## src/pkg/dma_fetch_pkg.sv

```systemverilog
`default_nettype none
package dma_fetch_pkg;

  // Register byte offsets on the APB side
  localparam logic [7:0] OFS_MODE = 8'h00;
  localparam logic [7:0] OFS_TREQ = 8'h04;
  localparam logic [7:0] OFS_BASE = 8'h08;
  localparam logic [7:0] OFS_FETCH = 8'h0C;
  localparam logic [7:0] OFS_STAT = 8'h10;

  // Reset values
  localparam logic [1:0] MODE_RST = 2'h0;
  localparam logic [31:0] BASE_RST = 32'h0000_0000;

  // Descriptor word offsets inside one descriptor
  localparam logic [31:0] WOFS_CTL = 32'h0000_0000;
  localparam logic [31:0] WOFS_LEN = 32'h0000_0004;
  localparam logic [31:0] WOFS_BUF = 32'h0000_0008;
  localparam logic [31:0] WORD_BYTES = 32'h0000_0004;

  // Descriptor length per length selection code, in bytes
  localparam logic [31:0] DESC_LEN_SEL0 = 32'h0000_0010;
  localparam logic [31:0] DESC_LEN_SEL1 = 32'h0000_0020;
  localparam logic [31:0] DESC_LEN_SEL2 = 32'h0000_0040;
  localparam logic [31:0] DESC_LEN_SEL3 = 32'h0000_0010;

  // Field positions in the control and length words
  localparam int VALID_BIT = 31;
  localparam int LIST_END_BIT = 30;
  localparam int FP_HI_BIT = 29;
  localparam int FP_LO_BIT = 28;
  localparam int LEN_HI_BIT = 31;
  localparam int LEN_LO_BIT = 16;
  localparam int STATUS_W = 28;

  // Frame position codes
  localparam logic [1:0] FP_MIDDLE = 2'h0;
  localparam logic [1:0] FP_END = 2'h1;
  localparam logic [1:0] FP_START = 2'h2;
  localparam logic [1:0] FP_WHOLE = 2'h3;

  typedef enum logic [2:0] {
    ST_IDLE = 3'h0,
    ST_RD_CTL = 3'h1,
    ST_RD_LEN = 3'h3,
    ST_RD_BUF = 3'h2,
    ST_MOVE = 3'h6,
    ST_WBACK = 3'h7
  } state_t;

  typedef struct packed {
    logic req;
    logic we;
    logic [31:0] addr;
    logic [31:0] wdata;
  } mem_cmd_t;

  typedef struct packed {
    logic [31:0] data;
    logic [3:0] keep;
    logic sof;
    logic eof;
  } tx_beat_t;

endpackage
`default_nettype wire
```

## src/logic/desc_word_store.sv

```systemverilog
`timescale 1ns/1ps
`default_nettype none
module desc_word_store (
  input wire logic mclk,
  input wire logic rst_n,
  input wire logic wr_en,
  input wire logic [1:0] wr_idx,
  input wire logic [31:0] wr_data,
  output logic [31:0] ctl_word,
  output logic [31:0] len_word,
  output logic [31:0] buf_word
);

  logic [31:0] word_q [3];

  // One register per fetched descriptor word
  genvar gi;
  for (gi = 0; gi < 3; gi++) begin : g_word
    always_ff @(posedge mclk) begin
      if (!rst_n) begin
        word_q[gi] <= 32'h0000_0000;
      end else if (wr_en && wr_idx == 2'(gi)) begin
        word_q[gi] <= wr_data;
      end
    end
  end

  assign ctl_word = word_q[0];
  assign len_word = word_q[1];
  assign buf_word = word_q[2];

endmodule
`default_nettype wire

```

## src/logic/tx_descriptor_dma_fetch.sv

```systemverilog
`timescale 1ns/1ps
`default_nettype none
// Function
// Descriptor is control, length, buffer address words, then padding, ascending.
// Padding sized so descriptor spans the selected descriptor length.
// Whole third word is the transmit buffer start address.
// Upper half of second word is the byte count to move.
// Frames use one descriptor or several concatenated descriptors.
// Software prepares descriptors before setting the transmit request bit.
// After a descriptor's data, write back control word with status, valid cleared.
// Software writes only bits 31 to 28 of the control word, rest zero.
// Software fills the buffer before setting the valid flag.
// Engine clears the valid flag after moving the descriptor's data.
// Invalid fetched descriptor clears the request bit and halts the engine.
// Engine keeps going while the next fetched descriptor is valid.
// List end clear: next descriptor follows contiguously.
// List end set: next descriptor comes from the list base address.
// Position code 00 middle, 01 end, 10 start.
// Position code 11 means the descriptor holds the whole frame.
// Software codes split frames start, middles, end.
// Setting the transmit request bit starts descriptor fetching.
// List descriptors are contiguous, spaced by the selected length.
// Software supplies word-aligned buffer addresses.
module tx_descriptor_dma_fetch (
  input wire logic mclk,
  input wire logic rst_n,
  input wire logic psel,
  input wire logic penable,
  input wire logic pwrite,
  input wire logic [7:0] paddr,
  input wire logic [31:0] pwdata,
  output logic [31:0] prdata,
  output logic pready,
  output logic pslverr,
  output dma_fetch_pkg::mem_cmd_t mem_cmd,
  input wire logic mem_ack,
  input wire logic [31:0] mem_rdata,
  output dma_fetch_pkg::tx_beat_t tx_beat,
  output logic tx_valid,
  input wire logic tx_ready,
  input wire logic [27:0] tx_status
);

  dma_fetch_pkg::state_t state_q;
  dma_fetch_pkg::mem_cmd_t mem_q;
  dma_fetch_pkg::tx_beat_t beat_q;
  logic [1:0] mode_q, fp, store_idx;
  logic [31:0] base_q, cur_q, buf_ptr_q, prdata_q, ctl_w, len_w, buf_w;
  logic [31:0] issue_addr, wb_word, desc_len, rd_val;
  logic [15:0] rem_q, take;
  logic [3:0] keep_d;
  logic tx_valid_q, treq_q, halted_q, first_q, pready_q, pslverr_q;
  logic acc, issue, issue_we, fp_has_end, fp_has_start, apb_wr, rd_hit, store_en;

  ////////////////////////////////////////////////////////////////////////////
  // APB register access

  // Completing edge of an APB write transfer
  assign apb_wr = psel && penable && pready_q && pwrite;

  // Read mux and address decode
  always_comb begin
    rd_val = 32'h0000_0000;
    rd_hit = 1'b1;
    if (paddr == dma_fetch_pkg::OFS_MODE) begin
      rd_val = {30'h0000_0000, mode_q};
    end else if (paddr == dma_fetch_pkg::OFS_TREQ) begin
      rd_val = {31'h0000_0000, treq_q};
    end else if (paddr == dma_fetch_pkg::OFS_BASE) begin
      rd_val = base_q;
    end else if (paddr == dma_fetch_pkg::OFS_FETCH) begin
      rd_val = cur_q;
    end else if (paddr == dma_fetch_pkg::OFS_STAT) begin
      rd_val = {26'h000_0000, fp, halted_q, state_q};
    end else begin
      rd_hit = 1'b0;
    end
  end

  // One wait state, then pready with data and error
  always_ff @(posedge mclk) begin
    if (!rst_n) begin
      pready_q <= 1'b0;
      pslverr_q <= 1'b0;
      prdata_q <= 32'h0000_0000;
    end else begin
      pready_q <= psel && penable && !pready_q;
      pslverr_q <= psel && penable && !pready_q && !rd_hit;
      prdata_q <= (psel && penable && !pready_q && !pwrite && rd_hit) ? rd_val : 32'h0000_0000;
    end
  end

  // Mode and list base registers
  always_ff @(posedge mclk) begin
    if (!rst_n) begin
      mode_q <= dma_fetch_pkg::MODE_RST;
      base_q <= dma_fetch_pkg::BASE_RST;
    end else if (apb_wr && paddr == dma_fetch_pkg::OFS_MODE) begin
      mode_q <= pwdata[1:0];
    end else if (apb_wr && paddr == dma_fetch_pkg::OFS_BASE) begin
      base_q <= pwdata;
    end
  end

  // Transmit request bit: software sets, engine clears on halt, set wins
  always_ff @(posedge mclk) begin
    if (!rst_n) begin
      treq_q <= 1'b0;
      halted_q <= 1'b0;
    end else if (apb_wr && paddr == dma_fetch_pkg::OFS_TREQ && pwdata[0]) begin
      treq_q <= 1'b1;
      halted_q <= 1'b0;
    end else if (state_q == dma_fetch_pkg::ST_RD_CTL && acc
                 && !mem_rdata[dma_fetch_pkg::VALID_BIT]) begin
      treq_q <= 1'b0;
      halted_q <= 1'b1;
    end
  end

  ////////////////////////////////////////////////////////////////////////////
  // Descriptor decode

  // Descriptor spacing from the length selection
  always_comb begin
    case (mode_q)
      2'h0: desc_len = dma_fetch_pkg::DESC_LEN_SEL0;
      2'h1: desc_len = dma_fetch_pkg::DESC_LEN_SEL1;
      2'h2: desc_len = dma_fetch_pkg::DESC_LEN_SEL2;
      default: desc_len = dma_fetch_pkg::DESC_LEN_SEL3;
    endcase
  end

  // Frame position code of the held descriptor
  assign fp = ctl_w[dma_fetch_pkg::FP_HI_BIT:dma_fetch_pkg::FP_LO_BIT];
  assign fp_has_end = (fp == dma_fetch_pkg::FP_END) || (fp == dma_fetch_pkg::FP_WHOLE);
  assign fp_has_start = (fp == dma_fetch_pkg::FP_START) || (fp == dma_fetch_pkg::FP_WHOLE);

  // Write-back word: valid cleared, status only on the frame's last descriptor
  assign wb_word = {1'b0, ctl_w[dma_fetch_pkg::LIST_END_BIT], fp,
                    fp_has_end ? tx_status : 28'h000_0000};

  // Byte count of the next data word and its lane mask
  assign take = (rem_q >= 16'h0004) ? 16'h0004 : rem_q;
  always_comb begin
    case (take)
      16'h0001: keep_d = 4'h1;
      16'h0002: keep_d = 4'h3;
      16'h0003: keep_d = 4'h7;
      default: keep_d = 4'hF;
    endcase
  end

  // Fetched words go to the small store
  assign store_en = acc && (state_q == dma_fetch_pkg::ST_RD_CTL
                            || state_q == dma_fetch_pkg::ST_RD_LEN
                            || state_q == dma_fetch_pkg::ST_RD_BUF);
  assign store_idx = (state_q == dma_fetch_pkg::ST_RD_CTL) ? 2'h0 :
                     (state_q == dma_fetch_pkg::ST_RD_LEN) ? 2'h1 : 2'h2;

  desc_word_store u_store (
    .mclk(mclk),
    .rst_n(rst_n),
    .wr_en(store_en),
    .wr_idx(store_idx),
    .wr_data(mem_rdata),
    .ctl_word(ctl_w),
    .len_word(len_w),
    .buf_word(buf_w)
  );

  ////////////////////////////////////////////////////////////////////////////
  // Memory master

  assign acc = mem_q.req && mem_ack;

  // Request selection per state
  always_comb begin
    issue = 1'b0;
    issue_we = 1'b0;
    issue_addr = cur_q;
    case (state_q)
      dma_fetch_pkg::ST_RD_CTL: begin
        issue = 1'b1;
        issue_addr = cur_q + dma_fetch_pkg::WOFS_CTL;
      end
      dma_fetch_pkg::ST_RD_LEN: begin
        issue = 1'b1;
        issue_addr = cur_q + dma_fetch_pkg::WOFS_LEN;
      end
      dma_fetch_pkg::ST_RD_BUF: begin
        issue = 1'b1;
        issue_addr = cur_q + dma_fetch_pkg::WOFS_BUF;
      end
      dma_fetch_pkg::ST_MOVE: begin
        issue = (rem_q != 16'h0000) && !tx_valid_q;
        issue_addr = buf_ptr_q;
      end
      dma_fetch_pkg::ST_WBACK: begin
        issue = 1'b1;
        issue_we = 1'b1;
      end
      default: issue = 1'b0;
    endcase
    if (mem_q.req) begin
      issue = 1'b0;
    end
  end

  // One request outstanding, held until acknowledged
  always_ff @(posedge mclk) begin
    if (!rst_n) begin
      mem_q <= '0;
    end else if (acc) begin
      mem_q.req <= 1'b0;
    end else if (issue) begin
      mem_q.req <= 1'b1;
      mem_q.we <= issue_we;
      mem_q.addr <= issue_addr;
      mem_q.wdata <= issue_we ? wb_word : 32'h0000_0000;
    end
  end

  ////////////////////////////////////////////////////////////////////////////
  // Descriptor sequencer

  always_ff @(posedge mclk) begin
    if (!rst_n) begin
      state_q <= dma_fetch_pkg::ST_IDLE;
    end else begin
      case (state_q)
        dma_fetch_pkg::ST_IDLE: if (treq_q) state_q <= dma_fetch_pkg::ST_RD_CTL;
        dma_fetch_pkg::ST_RD_CTL: begin
          if (acc && !mem_rdata[dma_fetch_pkg::VALID_BIT]) begin
            state_q <= dma_fetch_pkg::ST_IDLE;
          end else if (acc) begin
            state_q <= dma_fetch_pkg::ST_RD_LEN;
          end
        end
        dma_fetch_pkg::ST_RD_LEN: if (acc) state_q <= dma_fetch_pkg::ST_RD_BUF;
        dma_fetch_pkg::ST_RD_BUF: if (acc) state_q <= dma_fetch_pkg::ST_MOVE;
        dma_fetch_pkg::ST_MOVE: begin
          if (rem_q == 16'h0000 && !tx_valid_q && !mem_q.req) begin
            state_q <= dma_fetch_pkg::ST_WBACK;
          end
        end
        dma_fetch_pkg::ST_WBACK: if (acc) state_q <= dma_fetch_pkg::ST_RD_CTL;
        default: state_q <= dma_fetch_pkg::ST_IDLE;
      endcase
    end
  end

  // Current descriptor address; a halt keeps it so a restart refetches
  always_ff @(posedge mclk) begin
    if (!rst_n) begin
      cur_q <= dma_fetch_pkg::BASE_RST;
    end else if (apb_wr && paddr == dma_fetch_pkg::OFS_BASE
                 && state_q == dma_fetch_pkg::ST_IDLE) begin
      cur_q <= pwdata;
    end else if (state_q == dma_fetch_pkg::ST_WBACK && acc) begin
      if (ctl_w[dma_fetch_pkg::LIST_END_BIT]) begin
        cur_q <= base_q;
      end else begin
        cur_q <= cur_q + desc_len;
      end
    end
  end

  // Buffer pointer and remaining byte count
  always_ff @(posedge mclk) begin
    if (!rst_n) begin
      buf_ptr_q <= 32'h0000_0000;
      rem_q <= 16'h0000;
      first_q <= 1'b0;
    end else if (state_q == dma_fetch_pkg::ST_RD_BUF && acc) begin
      buf_ptr_q <= mem_rdata;
      rem_q <= len_w[dma_fetch_pkg::LEN_HI_BIT:dma_fetch_pkg::LEN_LO_BIT];
      first_q <= 1'b1;
    end else if (state_q == dma_fetch_pkg::ST_MOVE && acc) begin
      buf_ptr_q <= buf_ptr_q + dma_fetch_pkg::WORD_BYTES;
      rem_q <= rem_q - take;
      first_q <= 1'b0;
    end
  end

  ////////////////////////////////////////////////////////////////////////////
  // Transmit data stream toward the FIFO

  // Buffers chain into one frame: start marks only the first, end the last
  always_ff @(posedge mclk) begin
    if (!rst_n) begin
      beat_q <= '0;
      tx_valid_q <= 1'b0;
    end else if (state_q == dma_fetch_pkg::ST_MOVE && acc) begin
      tx_valid_q <= 1'b1;
      beat_q.data <= mem_rdata;
      beat_q.keep <= keep_d;
      beat_q.sof <= first_q && fp_has_start;
      beat_q.eof <= (rem_q <= 16'h0004) && fp_has_end;
    end else if (tx_valid_q && tx_ready) begin
      tx_valid_q <= 1'b0;
    end
  end

  assign mem_cmd = mem_q;
  assign tx_beat = beat_q;
  assign tx_valid = tx_valid_q;
  assign prdata = prdata_q;
  assign pready = pready_q;
  assign pslverr = pslverr_q;
endmodule
`default_nettype wire

```

## config.mk

```make
export PLATFORM = sky130hd
export DESIGN_NAME = tx_descriptor_dma_fetch
export DESIGN_NICKNAME = d
export VERILOG_FILES = /design/src/pkg/dma_fetch_pkg.sv /design/src/logic/desc_word_store.sv /design/src/logic/tx_descriptor_dma_fetch.sv
export SDC_FILE = /design/constraint.sdc
export NUM_CORES = 1
export LEC_CHECK = 0
export ABC_AREA = 1
export BUFFER_PORTS_ARGS = -buffer_cell sky130_fd_sc_hd__buf_2
export CAP_MARGIN = 15
export CORE_UTILIZATION = 40
export CTS_CLUSTER_DIAMETER = 80
export DETAILED_ROUTE_END_ITERATION = 10
export PLACE_DENSITY = 0.65
export SKIP_CTS_REPAIR_TIMING = 1
export SYNTH_ARGS = -nofsm -noshare
export SYNTH_HDL_FRONTEND = slang
export SYNTH_HIERARCHICAL = 1
export SYNTH_SLANG_ARGS = --single-unit
```

## constraint.sdc

```tcl
create_clock -name mclk -period 5.7 [get_ports mclk]
set_input_delay 1.14 -clock mclk [delete_from_list [all_inputs] [get_ports mclk]]
set_output_delay 1.14 -clock mclk [all_outputs]
set_load 0.005 [all_outputs]
```

==> flow_metrics.env <==
export IMPL_status="complete, no violations"
export IMPL_cts_sinks=277
export IMPL_p_leak_nw=7.219
export IMPL_grt_ovfl_total=0
export IMPL_fp_dieArea_sq_um=36430
export IMPL_arrival_ns=4.42
export IMPL_diodes=0
export IMPL_synth_warnings=6
export IMPL_clkTransAtPathRegs_ns=0.07
export IMPL_rsz0062_at_grt="no"
export IMPL_hold_path_class="register to register"
export IMPL_cts_buffers=30
export IMPL_final_common_cell="nand2_1"
export IMPL_dp_cells=2746
export IMPL_cts_root_buf="clkbuf_16"
export IMPL_critPathSlowestCell="nand2_1"
export IMPL_netlist_area_sq_um=14270
export IMPL_core_area_sq_um=34800
export IMPL_holdWs_ns=0.4590
export IMPL_r2r_cells=10
export IMPL_cts_buffer_depth=3
export IMPL_min_period_ns=3.960
export IMPL_power_density_nw_per_um2=298.6
export IMPL_syn_to_final_growth_pct=16.98
export IMPL_period_share_pct=69.48
export IMPL_place_ws_ns=1.277
export IMPL_final_cell_mix="nand2_1 (490), nor2_1 (294), dfxtp_1 (258)"
export IMPL_ant_nets=0
export IMPL_first_iter_violations=1358
export IMPL_fin_area_sq_um=16690
export IMPL_ioPinCount=246
export IMPL_die_y_microns=190.9
export IMPL_maxSlewHeadroom_pct=26.80
export IMPL_antenna_found_initial=0
export IMPL_cts_tree="done"
export IMPL_max_freq_mhz=252.5
export IMPL_p_total_mw=4.984
export IMPL_path_max_fanout=31
export IMPL_skew_ns=0.02857
export IMPL_synthCells=2140
export IMPL_layout_nets=2440
export IMPL_place_congestion=0.9648
export IMPL_worst_pin_slew_ns=1.098
export IMPL_synth_nets=2257
export IMPL_vdd_ir_drop_max_mv=0.2150
export IMPL_grt_usage_pct=27.13
export IMPL_setup_violations=0
export IMPL_stdcell_count=2802
export IMPL_post_route_util_pct=47.97
export IMPL_htreeDepth=1
export IMPL_first_pass_iters=8
export IMPL_drc=0
export IMPL_crit_chain="buf_2 -> nor2_1 -> nand2_1 -> nor2_1 -> nand2_1 -> nor2_2 -> buf_4 -> nand2_1 -> nand2_1 -> inv_1 -> nand2_1 -> o21ai_0 -> a21oi_1 -> nor2_1"
export IMPL_syn_avg_cell_area_sq_um=6.668
export IMPL_slowest_delay_ns=0.87
export IMPL_post_dp_hpwl_microns=37710
export IMPL_numPortBuffers=244
export IMPL_whs_path_depth=2
export IMPL_cp_common_cell="nand2_1"
export IMPL_num_vias=15052
export IMPL_finalHoldViolCount=0
export IMPL_critPathLaunchType="primary input"
export IMPL_clkLatencyLatePin_ns=0.58
export IMPL_grt_first_pass_wirelength_microns=78040
export IMPL_end_kind="register"
export IMPL_dpl_cell_area_sq_um=15690
export IMPL_wl_microns=51150
export IMPL_placementRows=68
export IMPL_finalMaxSlewViolations=0
export IMPL_fin_tns_setup_ns=0
export IMPL_fp_dieW_microns=190.9
export IMPL_fin_ws_ns=1.740
export IMPL_viasPerCell=5.372
export IMPL_wl_per_cell_microns=18.25
export IMPL_start_util_pct=41.01
export IMPL_grt_pass1_vias=13921
export IMPL_worstSetupPathType="primary input to register"
export IMPL_drive_gt1_share_pct=14.74
export IMPL_drv_cap=0
export IMPL_cp_required_ns=6.16
export IMPL_grt_max_degree=96
[routing by layer]
layer	global-route usage [%]	routed length, microns	vias up
met5	0	0	-
li1	-	-	7356
met4	8.246	1436	0
met3	3.368	3510	93
met1	36.28	22460	7004
met2	45.30	23740	599
[area by class of cell]
cell class                      instances  area, sq um
Sequential cell                       277         5736
Tap cell                              455        569.3
Multi-Input combinational cell       1516         7141
Fill cell                            3613        18110
Timing Repair Buffer                  260         1341
Clock inverter                         18        185.2
Inverter                              238        898.4
Clock buffer                           38        822.0
[critical path, delay by kind of cell]
kind | cells | cell delay (ns)
AND/OR/NAND/NOR | 9 | 2.29
buffers and inverters | 3 | 0.72
AO/OA/AOI/OAI | 2 | 0.25
[state kept, by name, indices dropped and copies added (netlist names), 2 cells and up]
| signal | flops |
|---|---|
| cur_q | 32 |
| rem_q | 16 |
| buf_ptr_q | 32 |
| prdata | 32 |
| mem_cmd | 65 |
| state_q | 3 |
| tx_beat | 38 |
| u_store/word_q | 19 |
| base_q | 32 |
| mode_q | 2 |
[power breakdown]
group          leakage [nW]  internal, mW  switching, mW  total [mW]
clock                 0.490          1.16          0.846        2.01
combinational          4.45         0.239          0.631       0.870
sequential             2.28          2.03         0.0731        2.11
total                  7.22          3.43           1.55        4.98
[worst paths after layout]
check	start	end	slack [ns]
max	paddr[1]	cur_q[12]	1.74
max reg2reg	pready	cur_q[12]	2.25
min reg2reg	mem_cmd[6]	mem_cmd[6]	0.46
min	mem_cmd[6]	mem_cmd[6]	0.46
(Power assumes the default switching activity.)
